File: src/hdl/sec_dog_pkg.sv
package sec_dog_pkg;

   // Register byte addresses on the Avalon-MM slave.
   localparam logic [3:0] ADDR_COMMAND  = 4'h8;
   localparam logic [3:0] ADDR_PERIOD   = 4'hC;
   localparam logic [3:0] ADDR_STATUS   = 4'h0;
   localparam logic [3:0] ADDR_MASK     = 4'h4;

   // Command codes for the watchdog command register.
   localparam logic [7:0] CMD_SEC_RESTART = 8'h5F;
   localparam logic [7:0] CMD_PRI_2S      = 8'h5A;
   localparam logic [7:0] CMD_PRI_1S      = 8'h57;
   localparam logic [7:0] CMD_PRI_500MS   = 8'h59;
   localparam logic [7:0] CMD_PRI_250MS   = 8'h53;

   // Disable sequence written to the period constant register.
   localparam logic [7:0] OFF_KEY_1 = 8'h5A;
   localparam logic [7:0] OFF_KEY_2 = 8'h52;
   localparam logic [7:0] OFF_KEY_3 = 8'h44;

   // Primary time-out selectors handed to the primary watchdog.
   localparam logic [1:0] PRI_SEL_2S    = 2'h0;
   localparam logic [1:0] PRI_SEL_1S    = 2'h1;
   localparam logic [1:0] PRI_SEL_500MS = 2'h2;
   localparam logic [1:0] PRI_SEL_250MS = 2'h3;

   // Reset values and status bit positions.
   localparam logic [7:0] PERIOD_RESET = 8'h00;
   localparam int         STAT_EXPIRE  = 0;
   localparam int         STAT_OFF     = 1;
   localparam logic [2:0] IRQ_LEVEL    = 3'h3;

   // Tick rate: 32.768 kHz derived from the 40 MHz clock by a fractional step.
   localparam int          CLK_HZ      = 40000000;
   localparam int          TICK_HZ     = 32768;
   localparam logic [31:0] TICK_STEP   = 32'(TICK_HZ);
   localparam logic [31:0] TICK_MODULO = 32'(CLK_HZ);

   // Disable sequence progress.
   typedef enum logic [2:0] {
      SEQ_IDLE = 3'b001,
      SEQ_ONE  = 3'b010,
      SEQ_TWO  = 3'b100
   } seq_state_t;

endpackage

File: src/hdl/secondary_dog_timer.sv
`timescale 1ns/10ps
`default_nettype none
// Operation
// - The timer is an eight-bit down counter, modulo n+1, stepped by a 32.768 kHz tick.
// - After reset the timer is off and requests no interrupt.
// - Writing 0x5F to the command register switches the timer on.
// - Writing 0x5F while counting restarts the count so no interrupt fires for that period.
// - Reaching zero without a restart raises an interrupt at priority level 3.
// - A new period constant takes effect at the next reach of zero or the next 0x5F restart.
// - Constants 0 to 255 give periods from about 30.5 us to about 7.8 ms.
// - Writing 0x5A, 0x52, 0x44 in order to the period register turns the timer off.
// - Codes 0x5A, 0x57, 0x59, 0x53 restart the primary watchdog with 2 s, 1 s, 500 ms, 250 ms.
// - Code 0x5F touches only the secondary timer, never the primary watchdog.
// - Any other command value affects neither watchdog.
module secondary_dog_timer
   import sec_dog_pkg::*;
(
   // Clock and reset.
   input  wire logic        clk_in,
   input  wire logic        rst_in,
   // Avalon-MM slave.
   input  wire logic [3:0]  address_in,
   input  wire logic        read_in,
   input  wire logic        write_in,
   input  wire logic [31:0] writedata_in,
   input  wire logic [3:0]  byteenable_in,
   output logic      [31:0] readdata_out,
   output logic             waitrequest_out,
   // Primary watchdog restart request.
   output logic             pri_restart_out,
   output logic      [1:0]  pri_timeout_out,
   // Interrupt.
   output logic             irq_out,
   output logic      [2:0]  irq_level_out
);

   // Register state.
   logic       enabled;
   logic [7:0] period;
   logic [7:0] count;
   logic [1:0] status;
   logic [1:0] mask;
   logic       tick;
   logic [31:0] tick_acc;
   logic       rd_done;
   seq_state_t seq;

   // Decoded strobes.
   logic       wr_low;
   logic       wr_cmd;
   logic       wr_per;
   logic       wr_stat;
   logic       wr_mask;
   logic       sec_restart;
   logic       expire;
   logic       seq_done;
   logic [7:0] wbyte;

   // Address match shared by every register write strobe.
   function automatic logic reg_hit(input logic [3:0] addr, input logic [3:0] target);
      return addr == target;
   endfunction

   // Writes complete at once; reads take one wait cycle to register data.
   assign waitrequest_out = read_in & ~rd_done;
   assign wbyte   = writedata_in[7:0];
   assign wr_low  = write_in & byteenable_in[0];
   assign wr_cmd  = wr_low & reg_hit(address_in, ADDR_COMMAND);
   assign wr_per  = wr_low & reg_hit(address_in, ADDR_PERIOD);
   assign wr_stat = wr_low & reg_hit(address_in, ADDR_STATUS);
   assign wr_mask = wr_low & reg_hit(address_in, ADDR_MASK);
   assign sec_restart = wr_cmd & (wbyte == CMD_SEC_RESTART);
   assign expire   = enabled & tick & (count == 8'h00) & ~sec_restart;
   assign seq_done = wr_per & (seq == SEQ_TWO) & (wbyte == OFF_KEY_3);

   // Fractional divider making one 32.768 kHz enable pulse.
   always_ff @(posedge clk_in) begin
      if (rst_in) begin
         tick_acc <= 32'h00000000;
         tick     <= 1'b0;
      end else if (tick_acc + TICK_STEP >= TICK_MODULO) begin
         tick_acc <= tick_acc + TICK_STEP - TICK_MODULO;
         tick     <= 1'b1;
      end else begin
         tick_acc <= tick_acc + TICK_STEP;
         tick     <= 1'b0;
      end
   end

   // Enable flag: off after reset, on by restart code, off by the key sequence.
   always_ff @(posedge clk_in) begin
      if (rst_in) begin
         enabled <= 1'b0;
      end else if (sec_restart) begin
         enabled <= 1'b1;
      end else if (seq_done) begin
         enabled <= 1'b0;
      end
   end

   // Down counter with reload of the current constant at zero.
   always_ff @(posedge clk_in) begin
      if (rst_in) begin
         count <= 8'h00;
      end else if (sec_restart) begin
         count <= period;
      end else if (enabled & tick) begin
         if (count == 8'h00) begin
            count <= period;
         end else begin
            count <= count - 8'h01;
         end
      end
   end

   // Period constant register; the counter only samples it at reload.
   always_ff @(posedge clk_in) begin
      if (rst_in) begin
         period <= PERIOD_RESET;
      end else if (wr_per) begin
         period <= wbyte;
      end
   end

   // Disable key detector; any other value restarts detection.
   always_ff @(posedge clk_in) begin
      if (rst_in) begin
         seq <= SEQ_IDLE;
      end else if (wr_per) begin
         case (seq)
            SEQ_IDLE: seq <= (wbyte == OFF_KEY_1) ? SEQ_ONE : SEQ_IDLE;
            SEQ_ONE: begin
               if (wbyte == OFF_KEY_2) begin
                  seq <= SEQ_TWO;
               end else begin
                  seq <= (wbyte == OFF_KEY_1) ? SEQ_ONE : SEQ_IDLE;
               end
            end
            SEQ_TWO: seq <= (wbyte == OFF_KEY_1) ? SEQ_ONE : SEQ_IDLE;
            default: seq <= SEQ_IDLE;
         endcase
      end
   end

   // Primary watchdog restart pulse and time-out selection.
   always_ff @(posedge clk_in) begin
      if (rst_in) begin
         pri_restart_out <= 1'b0;
         pri_timeout_out <= PRI_SEL_2S;
      end else begin
         pri_restart_out <= 1'b0;
         if (wr_cmd) begin
            case (wbyte)
               CMD_PRI_2S: begin
                  pri_restart_out <= 1'b1;
                  pri_timeout_out <= PRI_SEL_2S;
               end
               CMD_PRI_1S: begin
                  pri_restart_out <= 1'b1;
                  pri_timeout_out <= PRI_SEL_1S;
               end
               CMD_PRI_500MS: begin
                  pri_restart_out <= 1'b1;
                  pri_timeout_out <= PRI_SEL_500MS;
               end
               CMD_PRI_250MS: begin
                  pri_restart_out <= 1'b1;
                  pri_timeout_out <= PRI_SEL_250MS;
               end
               default: pri_restart_out <= 1'b0;
            endcase
         end
      end
   end

   // Sticky status: set wins over a write-one clear in the same cycle.
   always_ff @(posedge clk_in) begin
      if (rst_in) begin
         status <= 2'h0;
      end else begin
         status[STAT_EXPIRE] <= expire | (status[STAT_EXPIRE] & ~(wr_stat & wbyte[STAT_EXPIRE]));
         status[STAT_OFF]    <= seq_done | (status[STAT_OFF] & ~(wr_stat & wbyte[STAT_OFF]));
      end
   end

   // Interrupt mask register.
   always_ff @(posedge clk_in) begin
      if (rst_in) begin
         mask <= 2'h0;
      end else if (wr_mask) begin
         mask <= wbyte[1:0];
      end
   end

   // Level interrupt, fixed priority level 3.
   assign irq_out       = |(status & mask);
   assign irq_level_out = IRQ_LEVEL;

   // Read data register; unmapped and write-only addresses read zero.
   always_ff @(posedge clk_in) begin
      if (rst_in) begin
         readdata_out <= 32'h00000000;
         rd_done      <= 1'b0;
      end else begin
         rd_done <= read_in & ~rd_done;
         if (read_in & ~rd_done) begin
            case (address_in)
               ADDR_PERIOD: readdata_out <= {24'h000000, period};
               ADDR_STATUS: readdata_out <= {23'h000000, enabled, 6'h00, status};
               ADDR_MASK:   readdata_out <= {30'h00000000, mask};
               default:     readdata_out <= 32'h00000000;
            endcase
         end
      end
   end

   // Tick spacing bounds: the fractional divider gives gaps of 1220 or 1221 cycles.
   localparam logic [11:0] TICK_SPAN_LO = 12'h4C3;
   localparam logic [11:0] TICK_SPAN_HI = 12'h4C5;
   logic [11:0] since_tick;

   // Cycles since the last tick, read only by the tick spacing check.
   always_ff @(posedge clk_in) begin
      if (rst_in | tick) begin
         since_tick <= 12'h000;
      end else begin
         since_tick <= since_tick + 12'h001;
      end
   end

   // Counter steps down by one per tick while enabled.
   count_step_a: assert property (@(posedge clk_in) disable iff (rst_in)
      (enabled && tick && !sec_restart && count != 8'h00) |=> count == $past(count) - 8'h01)
      else $error("Counter did not step down.");

   // Ticks arrive at the 32.768 kHz spacing.
   tick_span_a: assert property (@(posedge clk_in) disable iff (rst_in)
      tick |-> (since_tick >= TICK_SPAN_LO) && (since_tick <= TICK_SPAN_HI))
      else $error("Tick spacing out of range.");

   // Reset leaves the timer off and the interrupt low.
   reset_off_a: assert property (@(posedge clk_in)
      rst_in |=> !enabled && !irq_out)
      else $error("Timer not off after reset.");

   // The restart code switches the timer on.
   enable_cmd_a: assert property (@(posedge clk_in) disable iff (rst_in)
      sec_restart |=> enabled)
      else $error("Restart code did not enable.");

   // A restart reloads the count and raises no expiry.
   restart_load_a: assert property (@(posedge clk_in) disable iff (rst_in)
      sec_restart |=> count == $past(period) && $stable(status[STAT_EXPIRE]))
      else $error("Restart did not reload the count.");

   // Expiry sets the sticky status bit.
   expire_flag_a: assert property (@(posedge clk_in) disable iff (rst_in)
      expire |=> status[STAT_EXPIRE])
      else $error("Expiry not flagged.");

   // Writing one clears the expiry bit when no new expiry arrives.
   status_clear_a: assert property (@(posedge clk_in) disable iff (rst_in)
      (wr_stat && wbyte[STAT_EXPIRE] && !expire) |=> !status[STAT_EXPIRE])
      else $error("Expiry bit not cleared.");

   // A period write between ticks leaves the count alone.
   count_hold_a: assert property (@(posedge clk_in) disable iff (rst_in)
      (wr_per && !tick && !sec_restart) |=> count == $past(count))
      else $error("Period write disturbed the count.");

   // Zero reloads the current constant.
   reload_zero_a: assert property (@(posedge clk_in) disable iff (rst_in)
      (enabled && tick && !sec_restart && count == 8'h00) |=> count == $past(period))
      else $error("Counter did not reload at zero.");

   // The full key sequence switches the timer off.
   key_off_a: assert property (@(posedge clk_in) disable iff (rst_in)
      (seq_done && !sec_restart) |=> !enabled)
      else $error("Key sequence did not disable.");

   // The key sequence also sets the off status bit.
   off_flag_a: assert property (@(posedge clk_in) disable iff (rst_in)
      seq_done |=> status[STAT_OFF])
      else $error("Off status not flagged.");

   // The second key advances the detector.
   key_step_a: assert property (@(posedge clk_in) disable iff (rst_in)
      (wr_per && seq == SEQ_ONE && wbyte == OFF_KEY_2) |=> seq == SEQ_TWO)
      else $error("Second key not accepted.");

   // The secondary code never restarts the primary watchdog.
   pri_code_a: assert property (@(posedge clk_in) disable iff (rst_in)
      (wr_cmd && wbyte == CMD_SEC_RESTART) |=> !pri_restart_out)
      else $error("Secondary code restarted primary.");

   // Two second primary restart.
   pri_2s_a: assert property (@(posedge clk_in) disable iff (rst_in)
      (wr_cmd && wbyte == CMD_PRI_2S) |=> pri_restart_out && pri_timeout_out == PRI_SEL_2S)
      else $error("Wrong two second time-out.");

   // One second primary restart.
   pri_1s_a: assert property (@(posedge clk_in) disable iff (rst_in)
      (wr_cmd && wbyte == CMD_PRI_1S) |=> pri_restart_out && pri_timeout_out == PRI_SEL_1S)
      else $error("Wrong one second time-out.");

   // Half second primary restart.
   pri_half_a: assert property (@(posedge clk_in) disable iff (rst_in)
      (wr_cmd && wbyte == CMD_PRI_500MS) |=> pri_restart_out && pri_timeout_out == PRI_SEL_500MS)
      else $error("Wrong half second time-out.");

   // Quarter second primary restart.
   pri_map_a: assert property (@(posedge clk_in) disable iff (rst_in)
      (wr_cmd && wbyte == CMD_PRI_250MS) |=> pri_restart_out && pri_timeout_out == PRI_SEL_250MS)
      else $error("Wrong primary time-out.");

   // Undefined code 0x00 touches neither watchdog.
   other_code_a: assert property (@(posedge clk_in) disable iff (rst_in)
      (wr_cmd && wbyte == 8'h00) |=> !pri_restart_out && $stable(enabled))
      else $error("Undefined code had an effect.");

   // A stray value restarts key detection.
   key_break_a: assert property (@(posedge clk_in) disable iff (rst_in)
      (wr_per && seq == SEQ_ONE && wbyte != OFF_KEY_2 && wbyte != OFF_KEY_1) |=> seq == SEQ_IDLE)
      else $error("Sequence not restarted.");

   // A new read is held off for one cycle.
   read_wait_a: assert property (@(posedge clk_in) disable iff (rst_in)
      (read_in && !rd_done) |-> waitrequest_out)
      else $error("Read not held off.");

   // The held read is answered in its second cycle.
   read_done_a: assert property (@(posedge clk_in) disable iff (rst_in)
      rd_done |-> !waitrequest_out)
      else $error("Read not answered.");

   // Main scenarios: expiry, key disable, primary restart, live restart, period change.
   expire_seen_c: cover property (@(posedge clk_in) disable iff (rst_in) expire);
   key_off_c: cover property (@(posedge clk_in) disable iff (rst_in) seq_done);
   pri_restart_c: cover property (@(posedge clk_in) disable iff (rst_in) pri_restart_out);
   live_restart_c: cover property (@(posedge clk_in) disable iff (rst_in) sec_restart && enabled);
   period_live_c: cover property (@(posedge clk_in) disable iff (rst_in) wr_per && enabled);

endmodule
`default_nettype wire

File: config.mk
export PLATFORM = sky130hd
export DESIGN_NAME = secondary_dog_timer
export DESIGN_NICKNAME = d
export VERILOG_FILES = /design/src/hdl/sec_dog_pkg.sv /design/src/hdl/secondary_dog_timer.sv
export SDC_FILE = /design/constraint.sdc
export NUM_CORES = 1
export LEC_CHECK = 0
export BUFFER_PORTS_ARGS = -buffer_cell sky130_fd_sc_hd__buf_4
export CAP_MARGIN = 20
export CORE_UTILIZATION = 55
export DETAILED_ROUTE_END_ITERATION = 10
export GPL_TIMING_DRIVEN = 0
export PLACE_DENSITY = 0.93
export SYNTH_ARGS = -nofsm -noshare
export SYNTH_HDL_FRONTEND = slang
export SYNTH_SLANG_ARGS = --single-unit
File: constraint.sdc
create_clock -name clk_in -period 3.8 [get_ports clk_in]
set_clock_uncertainty 0.1 [all_clocks]
set_input_delay 0.19 -clock clk_in [delete_from_list [all_inputs] [get_ports clk_in]]
set_output_delay 0.19 -clock clk_in [all_outputs]
set_load 0.03 [all_outputs]
==> flow_metrics.py <==
metrics = {
    "status": {
        "outcome": "finished with violations",
        "failing_checks": "design-rule violations",
    },
    "floorplan": {
        "design.die.area_um2": 7200,
        "die_height_um": 84.8,
        "placementRows": 29,
        "die-width_um": 84.8,
        "core_um2": 6490,
        "floorplan.initialDensity_pct": 58.1,
        "io_pins": 84,
    },
    "global_routing": {
        "initial_antenna_violation_count": 0,
        "pin_count_of_the_biggest_net_entering_global_routing": 13,
        "global_route_wire_length_before_repair_um": 15700,
        "grt_overflow_total": 0,
        "groute.usage.overall_pct": 27.4,
        "via_count_of_the_first_global_routing_pass": 3489,
    },
    "final_layout": {
        "layout_common_cells": "dfxtp_1 (61), nor2_1 (51), buf_4 (51)",
        "antenna-diode-count": 0,
        "layout-area-overhead-vs-synth_pct": 15.0,
        "mostFrequentLayoutCell": "dfxtp_1",
        "drive_above_1_share_pct": 16.0,
        "final_net_count": 593,
    },
    "sta": {
        "tightest_slew_ps": 678,
        "finalWorstSetupSlack_ps": 384,
        "setup_tns_after_final_layout_ps": 0,
        "final_hold_viol_count": 0,
        "final_clock_period_utilization_by_the_worst_path_pct": 89.9,
        "setup_viol": 0,
        "slew_limit_headroom_pct": 54.2,
        "grt_setup_unrepaired": "no",
        "final-max-slew-violation-count": 0,
        "timing.final.crit_period_ps": 3420,
        "max_freq_mhz": 293,
    },
    "clocking": {
        "library_cell_used_as_clock_root_buffer": "clkbuf_8",
        "worstSkewPairLatency_ps": 350,
        "cts.htree.levels": 3,
        "clockBufferDepth": 2,
        "clkTransAtPathRegs_ps": 70,
        "number_of_clock_sinks": 61,
        "cts_tree": "yes",
        "numCtsBuffers": 9,
    },
    "setup_path": {
        "startpoint": "tick_acc[15]$_SDFF_PP0_",
        "setup.reg_to_reg.worst_slack_ps": 380,
        "data_arrival_critical_path_ps": 3520,
        "timing.critical_path.to_type": "flop",
        "reg2reg_start": "tick_acc[15]$_SDFF_PP0_",
        "crit_required_ps": 3900,
        "crit_type": "reg2reg",
        "start_kind": "flop",
        "r2r-end": "tick_acc[21]$_SDFF_PP0_",
        "timing.reg2reg.worst_path_depth": 10,
        "crit_path_max_fo": 10,
    },
    "yosys": {
        "netlist_area_um2": 3770,
        "synth_cells": 484,
        "mean_cell_area_of_the_mapped_netlist_um2": 7.80,
        "synth-main-ff-cell": "dfxtp_1",
        "synth.yosys.warnings": 0,
        "edff_count_synth": 0,
        "async_flop_share_pct": 0,
        "ys_ff_latch": 61,
        "ys_types": 67,
        "synth_seq_area_share_pct": 32.4,
    },
    "run": {
        "maxCapViolCount": 0,
    },
    "placed_design": {
        "pre_cts_slack_ps": 352,
        "routabilityCongestion": 0.954,
        "numPortBuffers": 24,
        "dp_hpwl_um": 6860,
    },
    "route": {
        "via_count": 3797,
        "drt_iter0_markers": 292,
        "ant_nets": 0,
        "drt_pass1_iterations": 8,
        "drc": 8,
        "wl_per_cell_um": 14.8,
        "postRouteWirelength_um": 9290,
        "viasPerCell": 6.07,
    },
    "worst_hold_path": {
        "holdCritPathClass": "in2reg",
        "hold_start": "writedata_in[5]",
        "holdPathStages": 3,
        "hold-path-endpoint": "period[5]$_SDFFE_PP0P_",
    },
    "power": {
        "powerDensity_nw_per_um2": 586,
        "leakage_nw": 1.71,
        "totalPowerFinal_w": 0.00254,
        "maximum_resistive_drop_on_vdd_mv": 0.394,
    },
}
stage by stage:
stage	hold slack (ps)	cell area (µm²)	instances	util (%)
after detailed placement	362	4140	609	63.7
after floorplan	226	3860	508	-
after CTS	0.454	4340	626	66.8
after global placement	358	4140	609	63.7
after global routing	1.50	4340	626	66.8
final	16.1	4340	626	66.8
cells by family after synthesis:
group / share of synthesized area [%]
AO/OA/AOI/OAI: 20.9
XOR/XNOR: 5.11
adder cells (fa/ha/maj): 1.66
buffers and inverters: 9.68
flip-flops: 32.4
multiplexers: 2.72
other: 0.199
AND/OR/NAND/NOR: 27.4
critical path, cell delays in order, from the launching register on:
cell	delay, ps
dfxtp_1	450
ha_1	180
buf_2	200
nand3_1	280
nor2_2	380
a31oi_1	230
a2111oi_4	450
o211ai_1	370
buf_2	320
a21boi_0	250
nor3_2	70
registers in the layout, indices dropped and copies added (netlist names):
register	flops
pri_restart_out	1
pri_timeout_out	2
period	8
mask	2
tick	1
count	8
seq	3
readdata_out	9
tick_acc	23
status	2
rd_done	1
enabled	1
what timing repair did:
item                       in CTS  in global routing
hold endpoints to repair        1                  0
hold buffers                    1                  0
setup endpoints to repair       0                  6
gates resized for setup         0                  1
buffers inserted                0                  0
synthesized netlist by cell type (4+ instances only):
library cell	count	area, µm²
clkbuf_1	20	75.1
nor4_1	5	31.3
or4_1	4	30.0
dfxtp_1	61	1220
nand4_1	12	75.1
or3_1	7	43.8
a31oi_1	6	37.5
a21oi_1	35	175
buf_2	7	35.0
xnor2_1	17	149
and4_1	7	61.3
ha_1	5	62.6
mux2i_1	8	80.1
nand2b_1	7	43.8
xor2_1	5	43.8
o21ai_1	4	20.0
inv_1	11	41.3
and3_1	8	50.1
nor3_1	16	80.1
o21ai_0	24	120
a211oi_1	4	30.0
nand3_1	16	80.1
buf_4	27	203
nand2_1	46	173
nor2_1	52	195
a22oi_1	12	90.1
cell type report:
cell class                      count  area, µm²
Timing Repair Buffer               25        190
Tap cell                           77       96.3
Clock buffer                       10        138
Multi-Input combinational cell    381       2280
Buffer                             55        324
Fill cell                         572       2160
Inverter                           11       41.3
Clock inverter                      6       47.5
Sequential cell                    61       1220
power by group:
group	switching, W	internal, W	leakage, nW	total [W]
sequential	0.000129	0.000756	0.498	0.000885
combinational	0.000670	0.000460	1.12	0.00113
clock	0.000268	0.000258	0.0928	0.000526
total	0.00107	0.00147	1.71	0.00254
worst max-delay path by stage:
stage | endpoint | slack [ps] | cells past startpoint
finish | tick_acc[21]$_SDFF_PP0_ | 380 | 10
global route | tick_acc[21]$_SDFF_PP0_ | 110 | 10
CTS | tick_acc[21]$_SDFF_PP0_ | 330 | 10
detailed placement | tick_acc[21]$_SDFF_PP0_ | 350 | 10
global placement | tick_acc[21]$_SDFF_PP0_ | 370 | 10
floorplan | tick_acc[17]$_SDFF_PP0_ | 1000 | 9
per-layer routing:
metal | GRT usage [%] | share of wire, % | up-vias
met3 | 6.91 | 7.9 | 29
met5 | 0 | 0 | -
met4 | 10.6 | 2.4 | 0
met1 | 31.2 | 41 | 1766
li1 | - | - | 1823
met2 | 49.2 | 49 | 179
Note: power is estimated with default switching activity, not from simulation.
